<file path="config.mk">
export PLATFORM = sky130hd
export DESIGN_NAME = aur_uart
export DESIGN_NICKNAME = d
export VERILOG_FILES = /design/src/shared/aur_pkg.sv /design/src/logic/aur_uart.sv
export SDC_FILE = /design/constraint.sdc
export NUM_CORES = 1
export LEC_CHECK = 0
export BUFFER_PORTS_ARGS = -buffer_cell sky130_fd_sc_hd__buf_4
export CAP_MARGIN = 20
export CORE_MARGIN = 1.5
export CORE_UTILIZATION = 49
export CTS_BUF_LIST = sky130_fd_sc_hd__clkbuf_8
export DETAILED_ROUTE_END_ITERATION = 10
export PLACE_DENSITY = 0.75
export SLEW_MARGIN = 20
export SYNTH_ARGS = -nofsm -noshare
export SYNTH_HDL_FRONTEND = slang
export SYNTH_SLANG_ARGS = --single-unit
</file>
<file path="constraint.sdc">
create_clock -name hclk -period 2.8 [get_ports hclk]
set_clock_uncertainty 0.1 [all_clocks]
set_input_delay 0.14 -clock hclk [delete_from_list [all_inputs] [get_ports hclk]]
set_output_delay 0.14 -clock hclk [all_outputs]
set_load 0.01 [all_outputs]
</file>
<file path="src/shared/aur_pkg.sv">
// Register map, field positions, reset values and counts for the serial port.
package aur_pkg;
  // Register indices; the byte address is four times the index.
  localparam logic [7:0] IX_INTERRUPT_CONTROL = 8'h0B;
  localparam logic [7:0] IX_PERIPHERAL_IRQ_FLAGS = 8'h0C;
  localparam logic [7:0] IX_RECEIVE_STATUS_CONTROL = 8'h18;
  localparam logic [7:0] IX_TRANSMIT_BUFFER = 8'h19;
  localparam logic [7:0] IX_RECEIVE_FIFO = 8'h1A;
  localparam logic [7:0] IX_PERIPHERAL_IRQ_ENABLES = 8'h8C;
  localparam logic [7:0] IX_TRANSMIT_STATUS_CONTROL = 8'h98;
  localparam logic [7:0] IX_BAUD_DIVISOR = 8'h99;
  // Field positions.
  localparam int POS_GLOBAL_IRQ_ENABLE = 7;
  localparam int POS_PERIPHERAL_IRQ_ENABLE = 6;
  localparam int POS_RECEIVE_READY = 5;
  localparam int POS_SEND_BUFFER_EMPTY = 4;
  localparam int POS_RECEIVE_IRQ_ENABLE = 5;
  localparam int POS_SEND_IRQ_ENABLE = 4;
  localparam int POS_SERIAL_PORT_ON = 7;
  localparam int POS_NINE_BIT_RECEIVE = 6;
  localparam int POS_SINGLE_RECEIVE = 5;
  localparam int POS_CONTINUOUS_RECEIVE = 4;
  localparam int POS_FRAMING_ERROR = 2;
  localparam int POS_OVERRUN = 1;
  localparam int POS_RECEIVED_NINTH = 0;
  localparam int POS_CLOCK_SOURCE = 7;
  localparam int POS_NINE_BIT_SEND = 6;
  localparam int POS_SEND_ENABLE = 5;
  localparam int POS_SYNC_MODE = 4;
  localparam int POS_HIGH_SPEED_BAUD = 2;
  localparam int POS_SHIFTER_EMPTY = 1;
  localparam int POS_SEND_NINTH = 0;
  // Reset values.
  localparam logic [7:0] RST_ZERO = 8'h00;
  localparam logic [7:0] RST_TRANSMIT_STATUS_CONTROL = 8'h02;
  localparam logic [7:0] RST_PERIPHERAL_IRQ_ENABLES = 8'h00;
  localparam logic [7:0] RST_BAUD_DIVISOR = 8'h00;
  // Counts.
  localparam logic [1:0] LOW_SPEED_PRESCALE_LAST = 2'h3;
  localparam logic [3:0] SAMPLE_MID = 4'h7;
  localparam logic [3:0] SAMPLE_LAST = 4'hF;
  localparam logic [3:0] DATA_BITS_8 = 4'h8;
  localparam logic [3:0] DATA_BITS_9 = 4'h9;
  localparam logic [3:0] FRAME_BITS_8 = 4'hA;
  localparam logic [3:0] FRAME_BITS_9 = 4'hB;
  localparam logic [1:0] FIFO_FULL = 2'h2;
  localparam int ADDR_W = 32;
  localparam int DATA_W = 32;

  typedef enum logic [3:0] {
    RX_IDLE = 4'h1,
    RX_START = 4'h2,
    RX_DATA = 4'h4,
    RX_STOP = 4'h8
  } aur_rx_state_t;
endpackage : aur_pkg

</file>
<file path="src/logic/aur_uart.sv">
// Asynchronous serial port with AHB-Lite register access.
`timescale 1ns/1ps
module aur_uart (
  // Clock, reset and clock enable.
  input wire logic hclk,
  input wire logic hresetn,
  input wire logic ce,
  // AHB-Lite slave.
  input wire logic hsel,
  input wire logic [aur_pkg::ADDR_W-1:0] haddr,
  input wire logic [1:0] htrans,
  input wire logic hwrite,
  input wire logic [2:0] hsize,
  input wire logic [aur_pkg::DATA_W-1:0] hwdata,
  input wire logic hready,
  output logic hreadyout,
  output logic hresp,
  output logic [aur_pkg::DATA_W-1:0] hrdata,
  // Serial pins.
  input wire logic serial_input_pin,
  output logic serial_output_pin,
  output logic serial_output_oe,
  // Interrupt request.
  output logic irq
);
  import aur_pkg::*;
  // Bus front end: one wait state for every transfer.
  logic pend;
  logic wr_q;
  logic map_q;
  logic [7:0] idx_q;
  wire accept = hsel && htrans[1] && hready && !pend;
  wire addr_ok = (haddr[31:10] == 22'h000000) && (haddr[1:0] == 2'h0);
  wire do_wr = ce && pend && wr_q && map_q;
  wire do_rd = ce && pend && !wr_q;
  wire [7:0] wd = hwdata[7:0];
  always_ff @(posedge hclk or negedge hresetn) begin
    if (!hresetn) begin
      pend <= 1'b0;
      wr_q <= 1'b0;
      map_q <= 1'b0;
      idx_q <= 8'h00;
    end else if (ce) begin
      pend <= accept;
      if (accept) begin
        wr_q <= hwrite;
        map_q <= addr_ok;
        idx_q <= haddr[9:2];
      end
    end
  end

  assign hreadyout = !pend;
  assign hresp = 1'b0;
  wire wr_intc = do_wr && idx_q == IX_INTERRUPT_CONTROL;
  wire wr_receive_status_control = do_wr && idx_q == IX_RECEIVE_STATUS_CONTROL;
  wire wr_txbuf = do_wr && idx_q == IX_TRANSMIT_BUFFER;
  wire wr_pie = do_wr && idx_q == IX_PERIPHERAL_IRQ_ENABLES;
  wire wr_transmit_status_control = do_wr && idx_q == IX_TRANSMIT_STATUS_CONTROL;
  wire wr_brg = do_wr && idx_q == IX_BAUD_DIVISOR;
  wire rd_fifo = do_rd && map_q && idx_q == IX_RECEIVE_FIFO;
  // Software control bits.
  logic global_irq_enable;
  logic peripheral_irq_enable;
  logic [7:0] peripheral_irq_enables;
  logic serial_port_on;
  logic nine_bit_receive_select;
  logic single_receive;
  logic continuous_receive_enable;
  logic clock_source;
  logic nine_bit_send_select;
  logic send_enable;
  logic sync_mode;
  logic high_speed_baud_select;
  logic send_ninth_bit;
  logic [7:0] baud_divisor;
  always_ff @(posedge hclk or negedge hresetn) begin
    if (!hresetn) begin
      global_irq_enable <= 1'b0;
      peripheral_irq_enable <= 1'b0;
      peripheral_irq_enables <= RST_PERIPHERAL_IRQ_ENABLES;
      baud_divisor <= RST_BAUD_DIVISOR;
    end else begin
      if (wr_intc) begin
        global_irq_enable <= wd[POS_GLOBAL_IRQ_ENABLE];
        peripheral_irq_enable <= wd[POS_PERIPHERAL_IRQ_ENABLE];
      end
      if (wr_pie) peripheral_irq_enables <= wd;
      if (wr_brg) baud_divisor <= wd;
    end
  end

  always_ff @(posedge hclk or negedge hresetn) begin
    if (!hresetn) begin
      serial_port_on <= RST_ZERO[POS_SERIAL_PORT_ON];
      nine_bit_receive_select <= RST_ZERO[POS_NINE_BIT_RECEIVE];
      single_receive <= RST_ZERO[POS_SINGLE_RECEIVE];
      continuous_receive_enable <= RST_ZERO[POS_CONTINUOUS_RECEIVE];
    end else if (wr_receive_status_control) begin
      serial_port_on <= wd[POS_SERIAL_PORT_ON];
      nine_bit_receive_select <= wd[POS_NINE_BIT_RECEIVE];
      single_receive <= wd[POS_SINGLE_RECEIVE];
      continuous_receive_enable <= wd[POS_CONTINUOUS_RECEIVE];
    end
  end

  always_ff @(posedge hclk or negedge hresetn) begin
    if (!hresetn) begin
      clock_source <= RST_TRANSMIT_STATUS_CONTROL[POS_CLOCK_SOURCE];
      nine_bit_send_select <= RST_TRANSMIT_STATUS_CONTROL[POS_NINE_BIT_SEND];
      send_enable <= RST_TRANSMIT_STATUS_CONTROL[POS_SEND_ENABLE];
      sync_mode <= RST_TRANSMIT_STATUS_CONTROL[POS_SYNC_MODE];
      high_speed_baud_select <= RST_TRANSMIT_STATUS_CONTROL[POS_HIGH_SPEED_BAUD];
      send_ninth_bit <= RST_TRANSMIT_STATUS_CONTROL[POS_SEND_NINTH];
    end else if (wr_transmit_status_control) begin
      clock_source <= wd[POS_CLOCK_SOURCE];
      nine_bit_send_select <= wd[POS_NINE_BIT_SEND];
      send_enable <= wd[POS_SEND_ENABLE];
      sync_mode <= wd[POS_SYNC_MODE];
      high_speed_baud_select <= wd[POS_HIGH_SPEED_BAUD];
      send_ninth_bit <= wd[POS_SEND_NINTH];
    end
  end
  // Mode selection.
  wire async_on = serial_port_on && !sync_mode;
  wire rx_on = async_on && continuous_receive_enable;
  wire tx_on = async_on && send_enable;
  // Baud generator: reloading down-counter, then a divide by four at low speed.
  logic [7:0] brg_cnt;
  logic [1:0] brg_pre;
  wire brg_run = async_on && (send_enable || continuous_receive_enable);
  wire brg_tick = brg_run && brg_cnt == 8'h00;
  wire samp_tick = brg_tick && (high_speed_baud_select || brg_pre == LOW_SPEED_PRESCALE_LAST);

  always_ff @(posedge hclk or negedge hresetn) begin
    if (!hresetn) begin
      brg_cnt <= 8'h00;
      brg_pre <= 2'h0;
    end else if (ce) begin
      if (!brg_run) begin
        brg_cnt <= baud_divisor;
        brg_pre <= 2'h0;
      end else if (brg_tick) begin
        brg_cnt <= baud_divisor;
        brg_pre <= brg_pre + 2'h1;
      end else begin
        brg_cnt <= brg_cnt - 8'h01;
      end
    end
  end
  // Receive pin synchroniser and data recovery.
  logic rx_meta;
  logic rx_sync;
  logic rx_prev;
  aur_rx_state_t rx_state;
  logic [3:0] rx_cnt;
  logic [3:0] rx_bits;
  logic [8:0] receive_shifter;
  wire rx_fall = rx_prev && !rx_sync;
  wire rx_mid = samp_tick && rx_cnt == SAMPLE_MID;
  wire rx_end = samp_tick && rx_cnt == SAMPLE_LAST;
  wire [3:0] rx_nbits = nine_bit_receive_select ? DATA_BITS_9 : DATA_BITS_8;
  wire rx_shift = ce && rx_on && rx_state == RX_DATA && rx_end;
  wire stop_ev = ce && rx_on && rx_state == RX_STOP && rx_end;
  always_ff @(posedge hclk or negedge hresetn) begin
    if (!hresetn) begin
      rx_meta <= 1'b1;
      rx_sync <= 1'b1;
      rx_prev <= 1'b1;
    end else if (ce) begin
      rx_meta <= serial_input_pin;
      rx_sync <= rx_meta;
      rx_prev <= rx_sync;
    end
  end

  always_ff @(posedge hclk or negedge hresetn) begin
    if (!hresetn) begin
      rx_state <= RX_IDLE;
      rx_cnt <= 4'h0;
      rx_bits <= 4'h0;
      receive_shifter <= 9'h000;
    end else if (ce) begin
      if (!rx_on) begin
        rx_state <= RX_IDLE;
      end else begin
        if (samp_tick) rx_cnt <= rx_cnt + 4'h1;
        case (rx_state)
          RX_IDLE: begin
            if (rx_fall) begin
              rx_state <= RX_START;
              rx_cnt <= 4'h0;
            end
          end
          RX_START: begin
            if (rx_mid) begin
              rx_state <= rx_sync ? RX_IDLE : RX_DATA;
              rx_cnt <= 4'h0;
              rx_bits <= 4'h0;
            end
          end
          RX_DATA: begin
            if (rx_end) begin
              receive_shifter <= {rx_sync, receive_shifter[8:1]};
              rx_bits <= rx_bits + 4'h1;
              if (rx_bits == rx_nbits - 4'h1) rx_state <= RX_STOP;
            end
          end
          RX_STOP: begin
            if (rx_end) rx_state <= RX_IDLE;
          end
          default: rx_state <= RX_IDLE;
        endcase
      end
    end
  end
  // Receive FIFO: data, framing error and ninth bit per entry.
  logic overrun_flag;
  logic [9:0] fifo_mem [0:1];
  logic fifo_wp;
  logic fifo_rp;
  logic [1:0] fifo_count;
  wire fifo_full = fifo_count == FIFO_FULL;
  wire pop = rd_fifo && fifo_count != 2'h0;
  wire push = stop_ev && !overrun_flag && !fifo_full;
  wire ovr_set = stop_ev && !overrun_flag && fifo_full;
  wire [7:0] rx_byte = nine_bit_receive_select ? receive_shifter[7:0] : receive_shifter[8:1];
  wire rx_ninth = nine_bit_receive_select && receive_shifter[8];
  wire [9:0] entry = {!rx_sync, rx_ninth, rx_byte};
  wire [9:0] head = fifo_mem[fifo_rp];
  wire receive_ready_flag = fifo_count != 2'h0;
  genvar gi;
  generate
    for (gi = 0; gi < 2; gi++) begin : g_fifo
      always_ff @(posedge hclk or negedge hresetn) begin
        if (!hresetn) fifo_mem[gi] <= 10'h000;
        else if (push && fifo_wp == 1'(gi)) fifo_mem[gi] <= entry;
      end
    end
  endgenerate

  always_ff @(posedge hclk or negedge hresetn) begin
    if (!hresetn) begin
      fifo_wp <= 1'b0;
      fifo_rp <= 1'b0;
      fifo_count <= 2'h0;
      overrun_flag <= 1'b0;
    end else if (ce) begin
      if (push) fifo_wp <= !fifo_wp;
      if (pop) fifo_rp <= !fifo_rp;
      fifo_count <= fifo_count + {1'b0, push} - {1'b0, pop};
      overrun_flag <= rx_on && (overrun_flag || ovr_set);
    end
  end
  // Transmitter.
  logic [7:0] send_buffer;
  logic buf_full;
  logic send_buffer_empty_flag;
  logic [10:0] send_shifter;
  logic [3:0] tx_left;
  logic [3:0] tx_cnt;
  wire shifter_empty_status = tx_left == 4'h0;
  wire tx_load = ce && tx_on && buf_full && shifter_empty_status;
  wire send_enable_rise = wr_transmit_status_control && wd[POS_SEND_ENABLE] && !send_enable;
  wire tx_ninth = nine_bit_send_select ? send_ninth_bit : 1'b1;
  always_ff @(posedge hclk or negedge hresetn) begin
    if (!hresetn) begin
      send_buffer <= RST_ZERO;
      buf_full <= 1'b0;
      send_buffer_empty_flag <= 1'b0;
    end else if (ce) begin
      if (wr_txbuf) send_buffer <= wd;
      buf_full <= wr_txbuf || (buf_full && !tx_load);
      if (wr_txbuf) send_buffer_empty_flag <= 1'b0;
      else if (tx_load || send_enable_rise) send_buffer_empty_flag <= 1'b1;
    end
  end

  always_ff @(posedge hclk or negedge hresetn) begin
    if (!hresetn) begin
      send_shifter <= 11'h7FF;
      tx_left <= 4'h0;
      tx_cnt <= 4'h0;
    end else if (ce) begin
      if (!tx_on) begin
        send_shifter <= 11'h7FF;
        tx_left <= 4'h0;
        tx_cnt <= 4'h0;
      end else if (tx_load) begin
        send_shifter <= {1'b1, tx_ninth, send_buffer, 1'b0};
        tx_left <= nine_bit_send_select ? FRAME_BITS_9 : FRAME_BITS_8;
        tx_cnt <= 4'h0;
      end else if (samp_tick && !shifter_empty_status) begin
        tx_cnt <= tx_cnt + 4'h1;
        if (tx_cnt == SAMPLE_LAST) begin
          send_shifter <= {1'b1, send_shifter[10:1]};
          tx_left <= tx_left - 4'h1;
        end
      end
    end
  end

  assign serial_output_pin = send_shifter[0];
  assign serial_output_oe = tx_on;
  // Read data and interrupt output.
  wire [7:0] intc_rd = {global_irq_enable, peripheral_irq_enable, 6'h00};
  wire [7:0] pir_rd = {2'h0, receive_ready_flag, send_buffer_empty_flag, 4'h0};
  wire [7:0] receive_status_control_rd = {serial_port_on, nine_bit_receive_select, single_receive,
    continuous_receive_enable, 1'b0, head[9] && receive_ready_flag, overrun_flag,
    head[8] && receive_ready_flag};
  wire [7:0] transmit_status_control_rd = {clock_source, nine_bit_send_select, send_enable, sync_mode,
    1'b0, high_speed_baud_select, shifter_empty_status, send_ninth_bit};
  wire [7:0] rd_mux = !map_q ? 8'h00 :
    idx_q == IX_INTERRUPT_CONTROL ? intc_rd :
    idx_q == IX_PERIPHERAL_IRQ_FLAGS ? pir_rd :
    idx_q == IX_RECEIVE_STATUS_CONTROL ? receive_status_control_rd :
    idx_q == IX_TRANSMIT_BUFFER ? send_buffer :
    idx_q == IX_RECEIVE_FIFO ? head[7:0] :
    idx_q == IX_PERIPHERAL_IRQ_ENABLES ? peripheral_irq_enables :
    idx_q == IX_TRANSMIT_STATUS_CONTROL ? transmit_status_control_rd :
    idx_q == IX_BAUD_DIVISOR ? baud_divisor : 8'h00;

  always_ff @(posedge hclk or negedge hresetn) begin
    if (!hresetn) hrdata <= 32'h00000000;
    else if (do_rd) hrdata <= {24'h000000, rd_mux};
  end

  wire rx_req = receive_ready_flag && peripheral_irq_enables[POS_RECEIVE_IRQ_ENABLE];
  wire tx_req = send_buffer_empty_flag && peripheral_irq_enables[POS_SEND_IRQ_ENABLE];
  assign irq = global_irq_enable && peripheral_irq_enable && (rx_req || tx_req);
endmodule : aur_uart

</file>
==> results of run 1 <==
## worst min path at each step
stage | start | to | slack, ps
after floorplan | hresetn | baud_divisor[0] | -260
after global routing | hresetn | brg_cnt[4] | 90
final | hresetn | brg_cnt[4] | 60
after CTS | hsel | pend | 40
after detailed placement | hresetn | brg_cnt[3] | 20
after global placement | hresetn | tx_cnt[0] | 7
## timing repair
| item | CTS | global route |
|---|---|---|
| hold buffers | 24 | 0 |
| gates resized for setup | 0 | 3 |
| setup buffers | 0 | 1 |
| hold endpoints to repair | 150 | 0 |
| setup endpoints to repair | 0 | 23 |
## per-layer routing
metal | up-vias | GRT usage (%) | share of wire (%)
met3 | 36 | 5.58 | 5.2
met2 | 193 | 41.4 | 50
li1 | 2571 | - | -
met1 | 2784 | 31.8 | 42
met4 | 0 | 10.3 | 3.0
met5 | - | 0 | 0
## cells in the final DEF (no fill, tap or decap), types with 5 or more instances in the layout
cell,count
dfrtp_1,120
mux2_2,89
buf_4,85
nand2_1,54
nor2_1,36
o21ai_0,32
conb_1,25
mux2i_1,24
dlygate4sd3_1,24
nor3_1,19
a21oi_1,17
clkbuf_8,17
inv_1,14
dfstp_2,14
a31oi_1,13
nand4_1,11
nor4_1,10
ha_1,10
o22ai_1,9
a221oi_1,9
xor2_1,7
and3_1,7
nand3_1,6
nand3b_1,5
or4_1,5
## area by class of cell
type                       instances  area share (%)
inverter                          16           0.710
sequential                       134            39.9
tap                              180            2.66
clock buffer                      17            2.77
multi-input combinational        472            40.8
clock inverter                    15            2.40
timing repair buffer             111            10.9
## power by group through the flow
stage	registers, W	clock network [W]	logic, W
6_report	0.00206	0.00181	0.000448
5_1_grt	0.00207	0.00191	0.000495
4_1_cts	0.00206	0.00184	0.000443
3_5_place_dp	0.00209	0	0.000417
3_3_place_gp	0.00209	0	0.000406
2_1_floorplan	0.00207	0	0.000241
## through the flow
step | util (%) | power [W] | setup WS (ps) | hold slack, ps | cell area [um2]
2_1_floorplan | - | 0.00231 | 208 | -256 | 7160
3_3_place_gp | 55.5 | 0.00249 | 160 | 7.07 | 7760
3_5_place_dp | 55.5 | 0.00251 | 88.2 | 15.6 | 7760
4_1_cts | 60.3 | 0.00434 | 76.4 | 41.1 | 8440
5_1_grt | 60.5 | 0.00448 | -24.9 | 86.7 | 8460
6_report | 60.5 | 0.00431 | 106 | 62.5 | 8460
## kinds of logic after synthesis
| kind of cell | after synthesis | share of synthesized area (%) |
|---|---|---|
| buffers and inverters | 68 | 5.06 |
| AOI/OAI and AO/OA | 118 | 11.4 |
| other | 1 | 0.0531 |
| and+or+nand+nor | 194 | 14.9 |
| muxes | 114 | 17.7 |
| adders and majority gates | 10 | 1.77 |
| DFF | 134 | 47.7 |
| xor gates and xnor gates | 11 | 1.36 |
## flip-flops by register name, indices dropped and copies added (netlist names), 8 cells and up
| signal | cells |
|---|---|
| brg_cnt | 8 |
| send_shifter | 10 |
| send_buffer | 8 |
| fifo_mem | 20 |
| baud_divisor | 8 |
| receive_shifter | 9 |
| hrdata | 8 |
| peripheral_irq_enables | 8 |
| idx_q | 8 |
==> metrics.yaml, run 1 <==
synthesis:
  ys.flop_type: "dfrtp_1"
  synth_edf_count: 0
  ys_seq_area_share_pct: 47.7
  synth.most_common_cell: "dfrtp_1"
  syn-cell-area_um2: 7070
  netlist.area_leader.share_pct: 42.5
  synth_top_cell_by_area: "dfrtp_1"
  async_reset_ff_share_pct: 100
  syn_avg_cell_area_um2: 10.9
  syn_inst: 650
  synth_commonest_cells: "dfrtp_1 (120), mux2_2 (89), nand2_1 (55), nor2_1 (36), o21ai_0 (32)"
  ys_warn_count: 0
  synth_seq_cells: 134
  ys_types: 67
  synthTopCellsByArea: "dfrtp_1 (43%), mux2_2 (14%), dfstp_2 (5.2%)"
setup_path:
  required_ps: 3090
  crit_arrival_ps: 2980
  cp_slowest_stage_delay_ps: 590
  timing.rr.end: "send_shifter[9]"
  cp_cell_sequence: "dlygate4sd3_1 > buf_4 > nor4_1 > dlygate4sd3_1 > nand2_1 > dlygate4sd3_1 > o31ai_1 > dlygate4sd3_1"
  cp.depth: 8
  r2r-start: "brg_cnt[0]"
  crit_buf_inv: 5
  cp_slowest_cell: "dlygate4sd3_1"
  critPathLaunch: "haddr[21]"
  r2r_cells: 7
  crit_type: "in -> reg"
  reg2reg_slack_ps: 130
  endpoint_kind: "flop"
  crit_path_end: "map_q"
  critPathMostFrequentCell: "dlygate4sd3_1"
  path_max_fanout: 1
  worstSetupStartpointType: "input port"
  path_delay_family: "buffers and inverters"
sta:
  max_freq_mhz: 371
  finalMaxSlewViolations: 0
  hold_viol: 0
  slew_headroom_pct: 53.8
  period_minus_slack_ps: 2690
  setup_viol: 0
  fin_crit_sh_pct: 96.2
  fin_tns_setup_ps: 0
  worst_pin_slew_ps: 684
routing:
  viasPerCell: 5.91
  ant_nets: 0
  wl_per_cell_um: 18.7
  drt-total-wl_um: 17600
  drt_iter0_drc: 467
  dr.pass1.iters: 6
  drc_errors: 0
  route.vias.total: 5584
grt:
  antenna_found_initial: 0
  grt_use_total_pct: 25.0
  grt_pass1_vias: 5619
  grt_max_degree: 68
  grt_overflow: 0
  grt_first_pass_wirelength_um: 28700
cts:
  path_clk_slew_ps: 90
  cts_sinks: 134
  cts_buffer_depth: 2
  cts_htree_levels: 4
  cts_made_buffers: 17
  clkLatencyLatePin_ps: 460
  cts_tree: "built"
  root_buffer: "clkbuf_8"
pwr:
  switching_share_pct: 26.5
  powerDensity_nw_per_um2: 510
  net-switching-power_w: 0.00114
  p_clk_share_pct: 41.9
  p_leak_nw: 3.95
  ir_worst_vdd_mv: 0.425
  combPwrFrac_pct: 10.4
  p_seq_share_pct: 47.7
  intPower_w: 0.00317
finish:
  syn_to_final_growth_pct: 19.7
  multiInputGateArea_um2: 3450
  regArea_um2: 3370
  final_cells: 945
  insertedDiodeCount: 0
  drive_above_1_share_pct: 31.1
  fin_nets: 838
  nFillCells: 1145
floorplan:
  core_region_area_um2: 14000
  die_w_um: 123
  die-height_um: 123
  dieArea_um2: 15100
  initial_core_util_pct: 50.5
  io_pins: 113
  num_rows: 43
placed_design:
  globalplace.congestion: 0.925
  hpwl_um: 12300
  port_buffers: 59
  placedCellCount: 888
hold_path:
  hold_class: "in -> async"
run:
  drv_cap: 0
run_status:
  outcome: "finished clean"
No activity file was read; power rests on OpenSTA's default activity.
==> inputs of run 2 (changes only) <==
==> constraint.sdc (replaced) <==
create_clock -name hclk -period 2.48 [get_ports hclk]
set_clock_uncertainty 0.1 [all_clocks]
set_input_delay 0.124 -clock hclk [delete_from_list [all_inputs] [get_ports hclk]]
set_output_delay 0.124 -clock hclk [all_outputs]
set_load 0.01 [all_outputs]
==> run 2 against run 1 <==
Against the previous run: final cell count increased by 3.6%; die area unchanged; final area increased by 3.6%; sequential share of layout area decreased by 1.4 points; critical path depth decreased by 1; clock power increased by 15%.
==> metrics.yaml, run 2 (synthesized netlist as in run 1, its figures left out) <==
finish:
  reg_top3: "fifo_mem x20, send_shifter x10, receive_shifter x9"
  final_cell_mix: "dfrtp_1 (120), buf_4 (116), mux2_2 (89), nand2_1 (54), nor2_1 (36)"
  insertedDiodeCount: 0
  syn_to_final_growth_pct: 24.0
  largest_reg_flops: 20
  drive_above_1_share_pct: 34.3
  final_common_cell: "dfrtp_1"
  top_register: "fifo_mem"
  nFillCells: 1054
  fin_nets: 872
floorplan:
  io_pins: 113
  core_region_area_um2: 14000
  num_rows: 43
  die-height_um: 123
  initial_core_util_pct: 50.5
  die_w_um: 123
  dieArea_um2: 15100
cts:
  cts_htree_levels: 4
  root_buffer: "clkbuf_8"
  cts_made_buffers: 17
  cts_tree: "built"
  cts_sinks: 134
  cts_buffer_depth: 2
  path_clk_slew_ps: 80
  clkLatencyLatePin_ps: 450
setup_path:
  reg2reg_slack_ps: 10
  cp_slowest_cell: "or4_4"
  path_max_fanout: 4
  required_ps: 2700
  cp_slowest_stage_delay_ps: 510
  cp_cell_sequence: "ha_1 > nor2_1 > or4_4 > buf_4 > or4_4 > a2111oi_4 > nor2_1"
  crit_type: "reg -> reg"
  path_delay_family: "simple AND/OR/NAND/NOR gates"
  crit_arrival_ps: 2690
  crit_buf_inv: 1
  worstSetupStartpointType: "flop"
  endpoint_kind: "flop"
run:
  drv_cap: 0
grt:
  antenna_found_initial: 0
  grt_use_total_pct: 25.3
  grt_max_degree: 64
  grt_pass1_vias: 5761
  grt_overflow: 0
  grt_first_pass_wirelength_um: 29200
placed_design:
  hpwl_um: 12700
  post-place-ws_ps: -24.1
  port_buffers: 59
  globalplace.congestion: 0.905
routing:
  viasPerCell: 5.91
  route.vias.total: 5788
  wl_per_cell_um: 18.4
  ant_nets: 0
  dr.pass1.iters: 5
  drt_iter0_drc: 371
  drc_errors: 0
  drt-total-wl_um: 18100
sta:
  setup_viol: 0
  slew_headroom_pct: 47.4
  worst_pin_slew_ps: 789
  rsz0062_at_grt: "yes"
  fin_crit_sh_pct: 99.6
  hold_viol: 0
  finalMaxSlewViolations: 0
  finalWorstSetupSlack_ps: 10.7
  max_freq_mhz: 405
  period_minus_slack_ps: 2470
pwr:
  finalPower_w: 0.00494
  ir_worst_vdd_mv: 0.439
  p_leak_nw: 4.13
  powerDensity_nw_per_um2: 564
hold_path:
  hold_class: "in -> reg"
run_status:
  outcome: "finished clean"
-- run 2: cell types whose count changed in the layout (fill, tap and decap cells not counted), moves of 2 or more --
cell / change
clkinvlp_4: -2
clkbuf_8: +2
dlygate4sd3_1: +3
buf_4: +31
clkinv_4: +2
-- run 2: through the flow --
stage          cells  util (%)  hold WS, ps  setup TNS [ps]  cell area, um2
3_5_place_dp     916      57.0          155            -157            7980
4_1_cts          977      62.4         64.0           -4.19            8730
5_1_grt          979      62.7          102           -1200            8760
2_1_floorplan    674         -         -272               0            7160
3_3_place_gp     916      57.0          143               0            7980
6_report         979      62.7         86.5               0            8760
-- run 2: metal layers --
metal	wire, um	vias up	part of all wire, %	global-route usage [%]
met3	1130	36	6.3	6.13
met4	586	0	3.2	11.1
li1	-	2631	-	-
met5	0	-	0	0
met1	7340	2868	41	31.7
met2	9000	253	50	41.8
-- run 2: worst register-to-register path, stage by stage, from the launching register on --
cell       delay [ps]
dfrtp_1           370
ha_1              170
nor2_1             60
or4_4             510
buf_4             170
or4_4             490
a2111oi_4         390
nor2_1            100
-- run 2: power by group --
part	total, W	switching (W)	internal [W]	leakage (nW)
clock	0.00208	0.000918	0.00116	0.223
sequential	0.00232	0.0000715	0.00225	1.79
combinational	0.000542	0.000288	0.000255	2.12
-- run 2: cell type report --
cell class                 count  area (um2)  share of cell area [%]
clock buffer                  19         262                    2.98
timing repair buffer         145        1180                    13.5
multi-input combinational    472        3470                    39.6
sequential                   134        3370                    38.5
tap                          180         225                    2.57
inverter                      16        60.1                   0.685
clock inverter                13         193                    2.20
-- run 2: path summary, 6_finish.rpt --
kind,startpoint,cells after the start,endpoint
hold reg to reg,fifo_wp,1,fifo_wp
setup reg to reg,brg_pre[0],7,rx_cnt[2]
min in group asynchronous,hresetn,2,fifo_mem[4]
setup / recovery,brg_pre[0],7,rx_cnt[2]
max in group asynchronous,hresetn,3,rx_sync
hold / removal,hsel,4,pend
-- run 2: what timing repair did --
item,4_1_cts,5_1_grt
hold buffers,27,0
endpoints found under the hold margin,106,0
endpoints found under the setup margin,14,22
pin swaps,2,0
resized for setup,3,4
setup buffers,2,2
==> inputs of run 3 (changes only) <==
--- a/config.mk
+++ b/config.mk
@@ -8,10 +8,10 @@
 export BUFFER_PORTS_ARGS = -buffer_cell sky130_fd_sc_hd__buf_4
 export CAP_MARGIN = 20
 export CORE_MARGIN = 1.5
-export CORE_UTILIZATION = 49
+export CORE_UTILIZATION = 40
 export CTS_BUF_LIST = sky130_fd_sc_hd__clkbuf_8
 export DETAILED_ROUTE_END_ITERATION = 10
-export PLACE_DENSITY = 0.75
+export PLACE_DENSITY = 0.64
 export SLEW_MARGIN = 20
 export SYNTH_ARGS = -nofsm -noshare
 export SYNTH_HDL_FRONTEND = slang
==> run 3 against run 2 <==
Against the previous run: via count shrank 2.4%; highest routed layer unchanged; the run now ends with setup timing left; clock power up 5%; largest cell class unchanged; combinational power rose by 3%; sequential power is essentially flat; power rose by 2.3%; flip-flop and latch count is the same; die area is 22% higher; clock-buffer cell count did not move; sequential share of layout area fell by 0.55 points; maximum frequency shrank 1.2%; final cell count grew 5.0%.
==> metrics.yaml, run 3 (synthesized netlist as in run 1, its figures left out) <==
run_status:
  outcome: "finished with violations"
  violations: "setup timing"
finish:
  syn_to_final_growth_pct: 25.8
  drive_above_1_share_pct: 34.4
  final_common_cell: "dfrtp_1"
  nFillCells: 1557
  top_register: "fifo_mem"
  reg_top3: "fifo_mem x20, send_shifter x10, receive_shifter x9"
  final_cell_mix: "dfrtp_1 (120), buf_4 (117), mux2_2 (89), nand2_1 (54), nor2_1 (36)"
  final_core_util_pct: 51.4
  largest_reg_flops: 20
  insertedDiodeCount: 0
  fin_nets: 876
cts:
  cts_setup_buffers: 0
  cts_tree: "built"
  path_clk_slew_ps: 80
  cts_made_buffers: 17
  cts_sinks: 134
  cts_htree_levels: 4
  cts_buffer_depth: 2
  root_buffer: "clkbuf_8"
  clkLatencyLatePin_ps: 460
placed_design:
  globalplace.congestion: 0.849
  hpwl_um: 13300
  port_buffers: 59
grt:
  grt_overflow: 0
  antenna_found_initial: 0
  grt_pass1_vias: 5849
  grt_first_pass_wirelength_um: 30100
  grt_use_total_pct: 21.3
  grt_max_degree: 77
hold_path:
  hold_depth: 4
  hold_start: "hsel"
  hold_class: "in -> reg"
  hold_end: "pend"
pwr:
  ir_worst_vdd_mv: 0.286
  net-switching-power_w: 0.00128
  p_clk_share_pct: 43.3
  p_seq_share_pct: 45.7
  finalPower_w: 0.00506
  powerDensity_nw_per_um2: 569
  combPwrFrac_pct: 11.0
  p_leak_nw: 4.16
  switching_share_pct: 25.4
  intPower_w: 0.00377
setup_path:
  reg2reg_slack_ps: -20
  crit_arrival_ps: 2720
  endpoint_kind: "flop"
  critPathLaunch: "rx_cnt[1]"
  worstSetupStartpointType: "flop"
  r2r_cells: 7
  crit_type: "reg -> reg"
  path_max_fanout: 4
  required_ps: 2710
  timing.rr.end: "rx_cnt[2]"
  r2r-start: "rx_cnt[1]"
floorplan:
  dieArea_um2: 18500
  num_rows: 48
  core_region_area_um2: 17300
  die-height_um: 136
  io_pins: 113
  die_w_um: 136
  initial_core_util_pct: 40.8
sta:
  finalMaxSlewViolations: 0
  finalWorstSetupSlack_ps: -18.1
  period_minus_slack_ps: 2500
  hold-worst-slack_ps: 74.2
  hold_viol: 0
  rsz0062_at_grt: "yes"
  worst_pin_slew_ps: 661
  max_freq_mhz: 400
  slew_headroom_pct: 55.3
  fin_crit_sh_pct: 101
  setup_viol: 5
routing:
  drc_errors: 0
  drt-total-wl_um: 18400
  dr.pass1.iters: 6
  drt_iter0_drc: 403
  ant_nets: 0
  viasPerCell: 5.50
  route.vias.total: 5649
  wl_per_cell_um: 17.9
run:
  drv_cap: 0
-- run 3: cell count changes in the layout (fill, tap and decap cells not counted) --
cell,delta
nor4_2,-1
clkinv_2,-1
nor4bb_2,+1
nor4b_2,+1
nor4b_1,-1
or4_1,+1
nor4bb_4,-1
nor4_1,+1
bufinv_16,+1
dlygate4sd3_1,+1
buf_4,+1
or4_4,-1
buf_12,+2
-- run 3: area by class of cell --
| type | instances | area [um2] | share of cell area (%) |
|---|---|---|---|
| Timing Repair Buffer | 149 | 1240 | 13.9 |
| Inverter | 16 | 60.1 | 0.675 |
| Multi-Input combinational cell | 472 | 3460 | 38.9 |
| Tap cell | 225 | 282 | 3.17 |
| Sequential cell | 134 | 3370 | 37.9 |
| Clock inverter | 13 | 218 | 2.45 |
| Clock buffer | 19 | 262 | 2.94 |
-- run 3: worst max path at each step --
| stage | endpoint | cells past startpoint |
|---|---|---|
| 2_1_floorplan | fifo_count[1] | 10 |
| 3_3_place_gp | rx_cnt[1] | 8 |
| 6_report | rx_cnt[2] | 7 |
| 5_1_grt | fifo_count[1] | 11 |
| 3_5_place_dp | rx_cnt[2] | 8 |
| 4_1_cts | fifo_count[1] | 11 |
-- run 3: per-layer routing --
layer | up-vias | part of all wire (%) | track usage (%)
met5 | - | 0 | 0
met4 | 0 | 2.2 | 7.74
met3 | 30 | 3.7 | 4.10
met2 | 165 | 51 | 37.5
met1 | 2807 | 43 | 25.8
li1 | 2647 | - | -
-- run 3: critical path, cell delays in order, from the launching register on --
cell and delay [ps]:
dfrtp_1 380, ha_2 200, nand2_2 70, or4_4 440, buf_4 160, or4_4 490
a2111oi_4 450, nor2_1 90
-- run 3: repair_timing --
item / CTS / global route
gates resized for setup: 2 / 3
cloned: 0 / 0
endpoints found under the setup margin: 5 / 16
hold endpoints to repair: 182 / 0
pin swaps: 2 / 5
hold buffers: 28 / 0
-- run 3: power groups by stage --
stage | logic (W) | clock network [W] | registers (W)
after global routing | 0.000613 | 0.00232 | 0.00232
after detailed placement | 0.000522 | 0 | 0.00235
after floorplan | 0.000274 | 0 | 0.00234
final | 0.000558 | 0.00219 | 0.00231
after CTS | 0.000557 | 0.00223 | 0.00231
after global placement | 0.000511 | 0 | 0.00235
-- run 3: stage by stage --
stage,cells,cell area [um2],TNS (ps),setup slack [ps]
after floorplan,674,7160,0,7.98
after global placement,968,8110,0,15.9
after detailed placement,968,8110,-317,-69.5
after CTS,1028,8880,0,6.92
after global routing,1028,8890,-966,-142
final,1028,8890,-48.0,-18.1
